### src/verilog/serial_consts.svh
`ifndef SERIAL_CONSTS_SVH
`define SERIAL_CONSTS_SVH

// Register byte offsets on the APB.
`define REG_CTRL        8'h00
`define REG_BAUD        8'h04
`define REG_TXDATA      8'h08
`define REG_RXDATA      8'h0C
`define REG_STATUS      8'h10
`define REG_MASK        8'h14

// Control register field positions.
`define CTRL_LEN_LSB    0
`define CTRL_LEN_MSB    3
`define CTRL_MSB_FIRST  4
`define CTRL_CPOL       5
`define CTRL_CPHA       6
`define CTRL_MASTER     7
`define CTRL_ENABLE     8
`define CTRL_LOOPBACK   9
`define CTRL_HALF       10
`define CTRL_SWAP       11
`define CTRL_W          12

// Status and mask bit positions.
`define ST_TXE          0
`define ST_RXF          1
`define ST_TXERR        2
`define ST_RXERR        3
`define ST_PHERR        4
`define ST_BRERR        5
`define ST_BUSY         6
`define ST_W            6

// Reset values.
`define CTRL_RESET      12'h007
`define BAUD_RESET      16'h0000
`define MASK_RESET      6'h00

// Least number of system clocks between two slave clock edges, not counting the edge cycles.
`define MIN_EDGE_GAP    4'h2

`endif

### src/verilog/serial_pkg.sv
`default_nettype none

package serial_pkg;

    // Shift engine states.
    typedef enum logic {
        SH_IDLE,
        SH_RUN
    } shift_state_e;

endpackage : serial_pkg

`default_nettype wire

### src/verilog/sync_serial_channel.sv
`timescale 1ns/1ps
`default_nettype none
`include "serial_consts.svh"

// How it works
// Full-duplex shifting and shared-line half-duplex.
// Baud generator makes the master shift clock.
// Separate transmit, receive and error interrupts.
// Character length 2 to 16 bits exactly.
// Master drives clock; slave follows external clock.
// Selectable LSB-first or MSB-first shifting.
// Selectable shift clock idle level.
// Phase picks shifting edge; latch opposite.
// Flag missed transmit load and receive overrun.
// Detect phase error and baud-rate error.
// Loop-back feeds transmit data to receiver.
// Interrupts on buffer empty, full, errors.
// Three pins with swappable data pins.
// SPI-compatible clocking and data conventions.
// Errors stay set until software clears.
module sync_serial_channel
    import serial_pkg::*;
#(
    parameter int BAUD_W = 16
) (
    input  wire logic        clock,
    input  wire logic        reset_n,
    input  wire logic        psel,
    input  wire logic        penable,
    input  wire logic        pwrite,
    input  wire logic [7:0]  paddr,
    input  wire logic [31:0] pwdata,
    output logic [31:0]      prdata,
    output logic             pready,
    output logic             pslverr,
    input  wire logic        sclk_in,
    output logic             sclk_out,
    output logic             sclk_oe,
    input  wire logic        dat_a_in,
    output logic             dat_a_out,
    output logic             dat_a_oe,
    input  wire logic        dat_b_in,
    output logic             dat_b_out,
    output logic             dat_b_oe,
    output logic             irq_tx,
    output logic             irq_rx,
    output logic             irq_err,
    output logic             irq
);

    logic [`CTRL_W-1:0] ctrl_q;      // Control register.
    logic [BAUD_W-1:0]  baud_q;      // Baud reload value.
    logic [15:0]        txbuf_q;     // Transmit buffer.
    logic               tx_full_q;   // Transmit buffer holds a character.
    logic [15:0]        rxbuf_q;     // Receive buffer.
    logic               rx_full_q;   // Receive buffer holds unread data.
    logic [`ST_W-1:0]   sts_q;       // Sticky event bits.
    logic [`ST_W-1:0]   mask_q;      // Interrupt mask.
    logic [`ST_W-1:0]   sts_set;     // Events of this cycle.
    logic [31:0]        rdata_q;     // Read data captured in setup.
    logic               rd_valid_q;  // The captured address was mapped.
    shift_state_e       state_q;     // Shift engine state.
    logic [15:0]        tx_sh_q;     // Transmit shift register.
    logic [15:0]        rx_sh_q;     // Receive shift register.
    logic [4:0]         ecnt_q;      // Clock edges seen in this character.
    logic               sclk_q;      // Master clock level.
    logic               sclk_prev_q; // Last sampled slave clock level.
    logic               loaded_q;    // Slave shifter holds a fresh char.
    logic [3:0]         gap_q;       // Cycles since the last slave edge.
    logic               ph_chk_q;    // Re-check the bit just latched.
    logic               ph_bit_q;    // Bit that was latched.
    logic [4:0]         lat_cnt_q;   // Latched bits, for checking only.

    // Decoded control fields.
    logic       en, master, msb_first, cpol, cpha, loopback, half, swap;
    logic [3:0] lenm1;               // Character length minus one.
    logic [4:0] last_edge;           // Index of the final clock edge.
    assign en        = ctrl_q[`CTRL_ENABLE];
    assign master    = ctrl_q[`CTRL_MASTER];
    assign msb_first = ctrl_q[`CTRL_MSB_FIRST];
    assign cpol      = ctrl_q[`CTRL_CPOL];
    assign cpha      = ctrl_q[`CTRL_CPHA];
    assign loopback  = ctrl_q[`CTRL_LOOPBACK];
    assign half      = ctrl_q[`CTRL_HALF];
    assign swap      = ctrl_q[`CTRL_SWAP];

    // A length field of zero would mean one bit, so it counts as two.
    assign lenm1 = (ctrl_q[`CTRL_LEN_MSB:`CTRL_LEN_LSB] == 4'h0) ? 4'h1 :
                   ctrl_q[`CTRL_LEN_MSB:`CTRL_LEN_LSB];
    assign last_edge = {lenm1, 1'b1};

    // APB decode: accesses complete in their first access cycle.
    logic acc, wr, rd;
    assign acc     = psel && penable;
    assign wr      = acc && pwrite;
    assign rd      = acc && !pwrite;
    assign pready  = acc;
    assign pslverr = acc && !rd_valid_q;
    assign prdata  = rdata_q;

    // Read data is captured in the setup cycle so it comes from a flop.
    always_ff @(posedge clock) begin
        if (!reset_n) begin
            rdata_q    <= 32'h0000_0000;
            rd_valid_q <= 1'b0;
        end else if (psel && !penable) begin
            rd_valid_q <= 1'b1;
            case (paddr)
                `REG_CTRL:   rdata_q <= {20'h0_0000, ctrl_q};
                `REG_BAUD:   rdata_q <= {16'h0000, baud_q};
                `REG_TXDATA: rdata_q <= {16'h0000, txbuf_q};
                `REG_RXDATA: rdata_q <= {16'h0000, rxbuf_q};
                `REG_STATUS: rdata_q <= {25'h000_0000,
                                         state_q == SH_RUN, sts_q};
                `REG_MASK:   rdata_q <= {26'h000_0000, mask_q};
                default: begin
                    rdata_q    <= 32'h0000_0000;
                    rd_valid_q <= 1'b0;
                end
            endcase
        end
    end

    // Software writable configuration.
    always_ff @(posedge clock) begin
        if (!reset_n) begin
            ctrl_q <= `CTRL_RESET;
            baud_q <= `BAUD_RESET;
            mask_q <= `MASK_RESET;
        end else if (wr) begin
            if (paddr == `REG_CTRL) begin
                ctrl_q <= pwdata[`CTRL_W-1:0];
            end
            if (paddr == `REG_BAUD) begin
                baud_q <= pwdata[BAUD_W-1:0];
            end
            if (paddr == `REG_MASK) begin
                mask_q <= pwdata[`ST_W-1:0];
            end
        end
    end

    // Master shift clock enable from the baud divider.
    logic tick;
    baud_gen #(
        .WIDTH   (BAUD_W)
    ) baud_gen_i (
        .clock   (clock),
        .reset_n (reset_n),
        .run     (master && state_q == SH_RUN),
        .reload  (baud_q),
        .tick    (tick)
    );

    // Edge detection for both modes.
    logic edge_seen, new_level, leading, latch, shift, done, start_m;
    logic start_s, proc, tx_bit, rx_bit, out_on_b, drive, pin_in;
    always_comb begin
        if (master) begin
            edge_seen = tick;
            new_level = ~sclk_q;
        end else begin
            edge_seen = en && (sclk_in != sclk_prev_q);
            new_level = sclk_in;
        end
    end
    assign proc    = edge_seen && (state_q == SH_RUN || (!master && en));
    assign leading = (new_level != cpol);
    assign latch   = proc && (leading ^ cpha);
    assign shift   = proc && !(leading ^ cpha) &&
                     !(cpha && ecnt_q == 5'h00);
    assign done    = proc && (ecnt_q == last_edge);
    assign start_m = en && master && state_q == SH_IDLE && tx_full_q;
    assign start_s = en && !master && state_q == SH_IDLE && !loaded_q &&
                     tx_full_q;

    // The head of the shifter is the bit on the line.
    assign tx_bit = msb_first ? tx_sh_q[lenm1] : tx_sh_q[0];

    // Pin mapping: the data output sits on pin A for a master, on pin B
    // for a slave, and swapping exchanges the two.
    assign out_on_b = master ~^ swap;
    assign pin_in   = (out_on_b ^ half) ? dat_a_in : dat_b_in;
    assign rx_bit   = loopback ? tx_bit : pin_in;
    assign drive    = en && !loopback;

    // In half duplex the shared line is open drain so both ends may send.
    logic dat_o, dat_oe;
    assign dat_o     = half ? 1'b0 : tx_bit;
    assign dat_oe    = drive && (!half || !tx_bit);
    assign dat_a_out = out_on_b ? 1'b0 : dat_o;
    assign dat_a_oe  = out_on_b ? 1'b0 : dat_oe;
    assign dat_b_out = out_on_b ? dat_o : 1'b0;
    assign dat_b_oe  = out_on_b ? dat_oe : 1'b0;
    assign sclk_out  = (state_q == SH_RUN) ? sclk_q : cpol;
    assign sclk_oe   = drive && master;

    // Engine state and the edge counter.
    always_ff @(posedge clock) begin
        if (!reset_n) begin
            state_q <= SH_IDLE;
            ecnt_q  <= 5'h00;
        end else if (!en) begin
            state_q <= SH_IDLE;
            ecnt_q  <= 5'h00;
        end else if (done) begin
            state_q <= SH_IDLE;
            ecnt_q  <= 5'h00;
        end else if (proc) begin
            state_q <= SH_RUN;
            ecnt_q  <= ecnt_q + 5'h01;
        end else if (start_m) begin
            state_q <= SH_RUN;
        end
    end

    // Master clock toggles on every tick and rests at the idle level.
    always_ff @(posedge clock) begin
        if (!reset_n) begin
            sclk_q <= 1'b0;
        end else if (!master || state_q == SH_IDLE) begin
            sclk_q <= cpol;
        end else if (tick) begin
            sclk_q <= ~sclk_q;
        end
    end

    // Slave clock sample and edge spacing watch.
    always_ff @(posedge clock) begin
        if (!reset_n) begin
            sclk_prev_q <= 1'b0;
            gap_q       <= 4'hF;
        end else begin
            sclk_prev_q <= (en && !master) ? sclk_in : cpol;
            if (edge_seen) begin
                gap_q <= 4'h0;
            end else if (gap_q != 4'hF) begin
                gap_q <= gap_q + 4'h1;
            end
        end
    end

    // Transmit shifter: loads from the buffer, then moves one place.
    always_ff @(posedge clock) begin
        if (!reset_n) begin
            tx_sh_q  <= 16'h0000;
            loaded_q <= 1'b0;
        end else if (start_m || start_s) begin
            tx_sh_q  <= txbuf_q;
            loaded_q <= !master;
        end else begin
            if (shift) begin
                tx_sh_q <= msb_first ? {tx_sh_q[14:0], 1'b0} :
                                       {1'b0, tx_sh_q[15:1]};
            end
            if (done || !en) begin
                loaded_q <= 1'b0;
            end
        end
    end

    // Receive shifter gathers one bit per latching edge.
    always_ff @(posedge clock) begin
        if (!reset_n) begin
            rx_sh_q <= 16'h0000;
        end else if (latch) begin
            rx_sh_q <= msb_first ? {rx_sh_q[14:0], rx_bit} :
                                   {rx_bit, rx_sh_q[15:1]};
        end
    end

    // The finished character, right-aligned for LSB-first.
    logic [15:0] rx_next, rx_word;
    logic [3:0]  align;
    always_comb begin
        rx_next = 16'h0000;
        if (latch) begin
            rx_next = msb_first ? {rx_sh_q[14:0], rx_bit} :
                                  {rx_bit, rx_sh_q[15:1]};
        end else begin
            rx_next = rx_sh_q;
        end
        align = 4'hF - lenm1;
        if (msb_first) begin
            rx_word = rx_next & ~(16'hFFFE << lenm1);
        end else begin
            rx_word = rx_next >> align;
        end
    end

    // Buffers: software loads and reads, the engine empties and fills.
    always_ff @(posedge clock) begin
        if (!reset_n) begin
            txbuf_q   <= 16'h0000;
            tx_full_q <= 1'b0;
            rxbuf_q   <= 16'h0000;
            rx_full_q <= 1'b0;
        end else begin
            if (wr && paddr == `REG_TXDATA) begin
                txbuf_q   <= pwdata[15:0];
                tx_full_q <= 1'b1;
            end else if (start_m || start_s) begin
                tx_full_q <= 1'b0;
            end
            if (done) begin
                rxbuf_q   <= rx_word;
                rx_full_q <= 1'b1;
            end else if (rd && paddr == `REG_RXDATA) begin
                rx_full_q <= 1'b0;
            end
        end
    end

    // Phase check: the data line must hold one cycle past the latch.
    always_ff @(posedge clock) begin
        if (!reset_n) begin
            ph_chk_q <= 1'b0;
            ph_bit_q <= 1'b0;
        end else begin
            ph_chk_q <= latch && !master && !loopback;
            ph_bit_q <= rx_bit;
        end
    end

    // Events of this cycle.
    always_comb begin
        sts_set            = '0;
        sts_set[`ST_TXE]   = start_m || start_s;
        sts_set[`ST_RXF]   = done;
        sts_set[`ST_TXERR] = !master && proc && state_q == SH_IDLE &&
                             !loaded_q;
        sts_set[`ST_RXERR] = done && rx_full_q;
        sts_set[`ST_PHERR] = ph_chk_q && (rx_bit != ph_bit_q);
        sts_set[`ST_BRERR] = !master && proc && state_q == SH_RUN &&
                             gap_q < `MIN_EDGE_GAP;
    end

    // Sticky status: a read clears only what it returned; set wins.
    logic [`ST_W-1:0] sts_clr;
    assign sts_clr = (rd && paddr == `REG_STATUS) ? rdata_q[`ST_W-1:0]
                                                   : '0;
    always_ff @(posedge clock) begin
        if (!reset_n) begin
            sts_q <= '0;
        end else begin
            sts_q <= (sts_q & ~sts_clr) | sts_set;
        end
    end

    // Three request lines and their combined level.
    logic [`ST_W-1:0] pend;
    assign pend    = sts_q & mask_q;
    assign irq_tx  = pend[`ST_TXE];
    assign irq_rx  = pend[`ST_RXF];
    assign irq_err = |pend[`ST_BRERR:`ST_TXERR];
    assign irq     = |pend;

    // Counts latched bits per character for the length check.
    always_ff @(posedge clock) begin
        if (!reset_n) begin
            lat_cnt_q <= 5'h00;
        end else if (done || !en) begin
            lat_cnt_q <= 5'h00;
        end else if (latch) begin
            lat_cnt_q <= lat_cnt_q + 5'h01;
        end
    end
endmodule : sync_serial_channel

`default_nettype wire

### src/verilog/baud_gen.sv
`timescale 1ns/1ps
`default_nettype none

// Divider that gives a one-cycle enable every reload+1 cycles while run.
module baud_gen #(
    parameter int WIDTH = 16
) (
    input  wire logic             clock,
    input  wire logic             reset_n,
    input  wire logic             run,
    input  wire logic [WIDTH-1:0] reload,
    output logic                  tick
);

    logic [WIDTH-1:0] cnt_q;   // Cycles left until the next tick.

    // The count restarts from the reload value whenever run is low.
    always_ff @(posedge clock) begin
        if (!reset_n) begin
            cnt_q <= '0;
        end else if (!run || cnt_q == '0) begin
            cnt_q <= reload;
        end else begin
            cnt_q <= cnt_q - WIDTH'(1);
        end
    end

    // The tick fires as the count reaches zero.
    assign tick = run && (cnt_q == '0);

endmodule : baud_gen

`default_nettype wire

### config.mk
export PLATFORM = sky130hd
export DESIGN_NAME = sync_serial_channel
export DESIGN_NICKNAME = d
export VERILOG_FILES = /design/src/verilog/serial_pkg.sv /design/src/verilog/sync_serial_channel.sv /design/src/verilog/baud_gen.sv
export VERILOG_INCLUDE_DIRS = /design/src /design/src/verilog
export SDC_FILE = /design/constraint.sdc
export NUM_CORES = 1
export LEC_CHECK = 0
export BUFFER_PORTS_ARGS = -buffer_cell sky130_fd_sc_hd__buf_4
export CORE_ASPECT_RATIO = 1.25
export CORE_MARGIN = 2
export CORE_UTILIZATION = 54
export CTS_CLUSTER_SIZE = 12
export DETAILED_ROUTE_END_ITERATION = 7
export PLACE_DENSITY = 0.77
export SYNTH_ARGS = -nofsm -noshare
export SYNTH_HDL_FRONTEND = slang
export SYNTH_SLANG_ARGS = --single-unit
### constraint.sdc
create_clock -name clock -period 2.56 [get_ports clock]
set_input_delay 0.256 -clock clock [delete_from_list [all_inputs] [get_ports clock]]
set_output_delay 0.256 -clock clock [all_outputs]
set_load 0.02 [all_outputs]
Word level (Yosys, flattened, before mapping)
Index checks and enable logic that the tools add are counted.
{"block": "totals", "ff_bits": 170}
{"block": "op_classes", "add_sub_neg": 4, "n_lt_le_gt_ge": 2, "n_eq_ne": 10, "n_shift": 2, "muxes": 37, "bitwise": 13, "reduce_logical": 72}
{"cell": "$mux 16", "n": 7}
{"cell": "$pmux 16 s6", "n": 1}
{"cell": "$logic_and 1x1->1", "n": 36}
{"cell": "$mux 1", "n": 24}
{"cell": "$and 16x16->16", "n": 1}
{"cell": "$eq 8x4->1 const B", "n": 2}
{"cell": "$eq 8x5->1 const B", "n": 2}
{"cell": "$logic_not 16->1", "n": 1}
{"cell": "$not 16->16", "n": 1}
{"cell": "$shl 16x4->16 const A", "n": 1}
{"cell": "$shr 16x4->16", "n": 1}
{"cell": "$sub 16x1->16 const B", "n": 1}
{"cell": "$reduce_bool 2->1", "n": 7}
{"cell": "$and 6x6->6", "n": 2}
{"cell": "$logic_not 1->1", "n": 12}
{"cell": "$mux 4", "n": 3}
{"cell": "$reduce_or 6->1", "n": 2}
{"cell": "$eq 8x3->1 const B", "n": 1}
{"cell": "$logic_not 8->1", "n": 1}
{"cell": "$logic_or 1x1->1", "n": 6}
{"cell": "$mux 6", "n": 1}
{"cell": "$not 6->6", "n": 1}
{"cell": "$or 6x6->6", "n": 1}
{"cell": "$reduce_and 2->1", "n": 3}
{"cell": "16 further kinds", "n": 22}

Logic depth before layout (Yosys ltp)
{"block": "logic_depth", "ltp_word": 10, "ltp_mapped": 12, "ltp_nobuf": 10}

Hierarchy
From an unflattened synthesis, not the netlist that was laid out.
{"block": "unflattened", "hier_cells": 1024, "hier_area_um2": 8539.4}
{"mod": "sync_serial_channel", "instances": 1, "cells_each": 922, "area_per_inst_um2": 7607.3}
{"mod": "baud_gen", "instances": 1, "cells_each": 102, "area_per_inst_um2": 932.1}

Worst setup path before layout
OpenSTA, ideal clock, no wires.
{"block": "synth_timing", "path_type": "reg-to-reg", "startpoint": "register baud_gen_i.cnt_q[0]", "endpoint": "register rxbuf_q[0]", "setup_time_ps": 125, "arrival_ps": 2587, "required_time_ps": 2435, "setup_slack_ps": -152, "stages_incl_launch_ff": 11, "n_path_buf": 0, "path_cell_list": "dfxtp_1 inv_1 ha_1 nor4b_1 nand4_1 o21a_2 nor2_8 mux2_4 mux4_2 a221oi_2 a21oi_1"}
{"block": "synth_between", "elab_chain_cells": 8, "elab_cells_between_ends": 10, "classes_between": "shift: 1; mux: 3; bitwise: 1; reduce/logical: 5"}
{"item": "start, declared", "line_no": "baud_gen.sv:15", "rtl": "logic [WIDTH-1:0] cnt_q;"}
{"item": "start signal, assigned", "line_no": "baud_gen.sv:22", "rtl": "cnt_q <= reload;"}
{"item": "start signal, assigned", "line_no": "baud_gen.sv:24", "rtl": "cnt_q <= cnt_q - WIDTH'(1);"}
{"item": "$logic_not 16->1 *", "line_no": "baud_gen.sv:29", "rtl": "assign tick = run && (cnt_q == '0);"}
{"item": "$logic_and 1x1->1 *", "line_no": "baud_gen.sv:29"}
{"item": "$mux 1 *", "line_no": "sync_serial_channel.sv:159", "rtl": "if (master) begin"}
{"item": "$logic_and 1x1->1 *", "line_no": "sync_serial_channel.sv:167", "rtl": "assign proc = edge_seen && (state_q == SH_RUN || (!master && en));"}
{"item": "$logic_and 1x1->1", "line_no": "sync_serial_channel.sv:169", "rtl": "assign latch = proc && (leading ^ cpha);"}
{"item": "$mux 16"}
{"item": "$shr 16x4->16 / $and 16x16->16 (equally long branches)", "line_no": "sync_serial_channel.sv:287, sync_serial_channel.sv:285"}
{"item": "$mux 16", "line_no": "sync_serial_channel.sv:284", "rtl": "if (msb_first) begin"}
{"item": "end signal, assigned", "line_no": "sync_serial_channel.sv:306", "rtl": "rxbuf_q <= rx_word;"}
{"item": "end, declared", "line_no": "sync_serial_channel.sv:55", "rtl": "logic [15:0] rxbuf_q;"}
Mark *: on every way between the ends. The rest lies on a longest branch, timed or not.
A chain may end at the register's enable or synchronous reset.

Worst setup path in the final report
Same ends and word-level chain as after synthesis.

==> flow_metrics.tcl <==
set metrics [dict create \
    via_count_of_the_first_global_routing_pass 8903 \
    die_h_um 148 \
    areaGrowthSynthToFinish_pct 31.3 \
    timing.hold.worst.class "in2reg" \
    design.die.area_mm2 0.0176 \
    route.detailed.vias_per_inst 6.28 \
    failed_checks "negative setup slack" \
    finalCritPeriodShare_pct 113 \
    report.final.hold_viol_count 0 \
    placement.io_buffers 59 \
    syn_avg_cell_area_um2 8.06 \
    ys_dominant_reg_cell "sky130_fd_sc_hd__dfxtp_1" \
    timing.reg2reg.worst_path_depth 12 \
    start_kind "register" \
    hold-path-cell-count 3 \
    grt_max_degree 67 \
    place_ws_ns -0.297 \
    ys_ff_latch 154 \
    routed_wire_length_per_instance_um 21.2 \
    first_pass_iters 6 \
    numClockSinks 154 \
    sequential_share_of_the_synthesized_area_pct 34.4 \
    drc_errors 0 \
    cts_tree "done" \
    grt_antenna_before_repair 0 \
    cp.arrival_ns 3.20 \
    power.density_mw_per_mm2 470 \
    routabilityCongestion 0.976 \
    hpwl_mm 21.4 \
    synthesis.yosys.warnings 0 \
    crit_fanout 5 \
    fmaxAchievable_mhz 346 \
    max_cap_violations 0 \
    initial_utilization_pct 55.3 \
    htree_num_levels 4 \
    clkLatencyLatePin_ns 0.43 \
    outcome "finished with violations" \
    tightest_slew_ns 1.18 \
    postCtsHoldBufs 0 \
    cts_buffers 17 \
    unrepaired_setup_endpoints_after_global_routing "yes" \
    worstPathRequired_ns 2.87 \
    drt.antenna.violating_nets 0 \
    rows 52 \
    timing.final.ws_setup_ns -0.330 \
    static-leakage-power_nw 4.58 \
    finalHoldWorstSlack_ns 0.0928 \
    drive_gt1_share_pct 27.8 \
    ios 92 \
    clock_pin_slew_reported_for_the_worst_setup_and_hold_paths_after_clock_tree_synthesis_ns 0.07 \
    diodes 0 \
    detail_route.wirelength_mm 31.7 \
    skew_ns 0.0102 \
    async_set_reset_flop_share_out_of_synthesis_pct 0 \
    maxSlewViolCount 0 \
    cts_max_path_buffers 2 \
    grt_pass1_wl_mm 48.4 \
    fin_nets 1324 \
    route.vias.total 9400 \
    post_synth_num_cell_types 69 \
    postSynthCellCount 1112 \
    synth_edf_count 0 \
    finalSetupViolations 14 \
    dieWidth_um 119 \
    root_buffer "sky130_fd_sc_hd__clkbuf_16" \
    min_period_ns 2.89 \
    globalRoute.totalOverflow 0 \
    kind_of_end_point_of_the_critical_path "register" \
    ir_worst_vdd_mv 0.333 \
    drc_violation_total_after_the_first_tritonroute_iteration 1235 \
    critical_path_class "reg2reg" \
    syn-cell-area_mm2 0.00896 \
    slew_headroom_pct 20.7 \
    grt_util_all_layers_pct 35.1 \
    fp.coreArea_mm2 0.0162 \
    p_total_mw 5.53 \
]
## where the power goes
group | internal (mW) | total (mW) | switching, mW
clock | 1.66 | 2.74 | 1.08
combinational | 0.145 | 0.343 | 0.198
sequential | 2.42 | 2.44 | 0.0232
## kinds of logic after synthesis
kind of cell | synth area share (%)
AOI/OAI and AO/OA | 23.7
muxes | 10.8
xor gates and xnor gates | 2.93
buffers and inverters | 5.66
and+or+nand+nor | 21.8
adders and majority gates | 0.698
other | 0.0419
DFF | 34.4
## cell usage after synthesis, types with 6 or more instances
cell type / count / area, µm²
sky130_fd_sc_hd__dfxtp_1: 154 / 3080
sky130_fd_sc_hd__and3_1: 6 / 37.5
sky130_fd_sc_hd__mux2_2: 14 / 158
sky130_fd_sc_hd__a22oi_1: 23 / 173
sky130_fd_sc_hd__a21boi_0: 44 / 330
sky130_fd_sc_hd__nand2_1: 185 / 694
sky130_fd_sc_hd__xor2_1: 7 / 61.3
sky130_fd_sc_hd__buf_4: 17 / 128
sky130_fd_sc_hd__a21oi_1: 48 / 240
sky130_fd_sc_hd__nor2_1: 103 / 387
sky130_fd_sc_hd__and2_1: 7 / 43.8
sky130_fd_sc_hd__clkbuf_1: 65 / 244
sky130_fd_sc_hd__o22ai_1: 7 / 43.8
sky130_fd_sc_hd__buf_2: 9 / 45.0
sky130_fd_sc_hd__nor2b_1: 27 / 169
sky130_fd_sc_hd__inv_1: 15 / 56.3
sky130_fd_sc_hd__or3_1: 8 / 50.1
sky130_fd_sc_hd__mux4_2: 8 / 180
sky130_fd_sc_hd__a31oi_1: 7 / 43.8
sky130_fd_sc_hd__a211oi_1: 36 / 270
sky130_fd_sc_hd__nand3_1: 18 / 90.1
sky130_fd_sc_hd__buf_1: 7 / 26.3
sky130_fd_sc_hd__a22o_1: 11 / 96.3
sky130_fd_sc_hd__nor3_1: 31 / 155
sky130_fd_sc_hd__mux2i_1: 58 / 581
sky130_fd_sc_hd__nand2b_1: 10 / 62.6
sky130_fd_sc_hd__xnor2_1: 18 / 158
sky130_fd_sc_hd__o31ai_1: 8 / 60.1
sky130_fd_sc_hd__o211a_1: 15 / 150
sky130_fd_sc_hd__o211ai_1: 19 / 143
sky130_fd_sc_hd__nand4_1: 8 / 50.1
sky130_fd_sc_hd__o21ai_0: 35 / 175
## cell usage in the layout, fill, tap and decap left out, types with 11 or more instances in the layout
cell and instances:
sky130_fd_sc_hd__a22o_1 11, sky130_fd_sc_hd__a211oi_1 30, sky130_fd_sc_hd__nor2_1 102, sky130_fd_sc_hd__conb_1 16, sky130_fd_sc_hd__dfxtp_1 147, sky130_fd_sc_hd__nor3_1 24, sky130_fd_sc_hd__mux2_2 12, sky130_fd_sc_hd__xnor2_1 18
sky130_fd_sc_hd__nand2_1 181, sky130_fd_sc_hd__a21boi_0 44, sky130_fd_sc_hd__buf_4 201, sky130_fd_sc_hd__a22oi_1 23, sky130_fd_sc_hd__o211a_1 15, sky130_fd_sc_hd__clkbuf_16 18, sky130_fd_sc_hd__nor2b_1 26, sky130_fd_sc_hd__nand3_1 18
sky130_fd_sc_hd__inv_1 13, sky130_fd_sc_hd__a21oi_1 39, sky130_fd_sc_hd__mux2i_1 51, sky130_fd_sc_hd__o211ai_1 19, sky130_fd_sc_hd__o21ai_0 31
## timing repair
action / 4_1_cts / 5_1_grt
setup endpoints to repair: 25 / 31
cloned: 2 / 1
buffers inserted: 27 / 11
pin swaps: 22 / 29
gates resized for setup: 51 / 51
## critical path, stage by stage (launching register included)
cell	delay (ns)
sky130_fd_sc_hd__dfxtp_2	0.33
sky130_fd_sc_hd__inv_2	0.08
sky130_fd_sc_hd__ha_4	0.13
sky130_fd_sc_hd__nor4b_4	0.23
sky130_fd_sc_hd__nand4_1	0.14
sky130_fd_sc_hd__buf_6	0.16
sky130_fd_sc_hd__o21a_4	0.25
sky130_fd_sc_hd__nor2_8	0.13
sky130_fd_sc_hd__buf_12	0.13
sky130_fd_sc_hd__mux2_4	0.29
sky130_fd_sc_hd__mux4_2	0.51
sky130_fd_sc_hd__a221oi_2	0.29
sky130_fd_sc_hd__a21oi_1	0.10
## per-layer routing
metal | global-route usage [%] | up-vias | share of wire [%]
met2 | 58.1 | 575 | 47
met4 | 20.3 | 0 | 5.7
met5 | 0 | - | 0
li1 | - | 4276 | -
met1 | 42.2 | 4431 | 39
met3 | 7.25 | 118 | 8.5
## through the flow
step	instance area (µm²)	TNS [ns]	std cells	utilization, %
floorplan	9040	-0.00309	1127	-
finish	11800	-1.88	1498	72.6
CTS	11500	-2.16	1493	70.9
global placement	10400	-1.49	1434	64.1
global route	11800	-2.75	1498	72.6
detailed placement	10400	-2.47	1434	64.1
## flip-flops by register name, summed over array words and instances, names as in the netlist
name              flops
rd_valid_q            1
sclk_q                1
rxbuf_q              16
tx_sh_q              16
txbuf_q              16
rx_full_q             1
tx_full_q             1
ecnt_q                5
baud_q               16
rx_sh_q              16
sclk_prev_q           1
ctrl_q               12
state_q               1
mask_q                6
loaded_q              1
gap_q                 4
sts_q                 6
ph_bit_q              1
ph_chk_q              1
prdata               16
baud_gen_i.cnt_q     16
## cell type report
class / instances / area, µm²
multi-input combinational: 858 / 5810
fill: 1181 / 4440
sequential: 154 / 3100
timing repair buffer: 223 / 1890
clock buffer: 18 / 439
tap: 216 / 270
clock inverter: 12 / 190
inverter: 17 / 63.8
## final timing paths
path	slack [ns]	to	startpoint
max	-0.33	rxbuf_q[0]	baud_gen_i.cnt_q[0]
min	0.09	baud_q[12]	pwdata[12]
max reg2reg	-0.33	rxbuf_q[0]	baud_gen_i.cnt_q[0]
min reg2reg	0.46	rxbuf_q[15]	rxbuf_q[15]
Note: power is estimated with default switching activity, not from simulation.
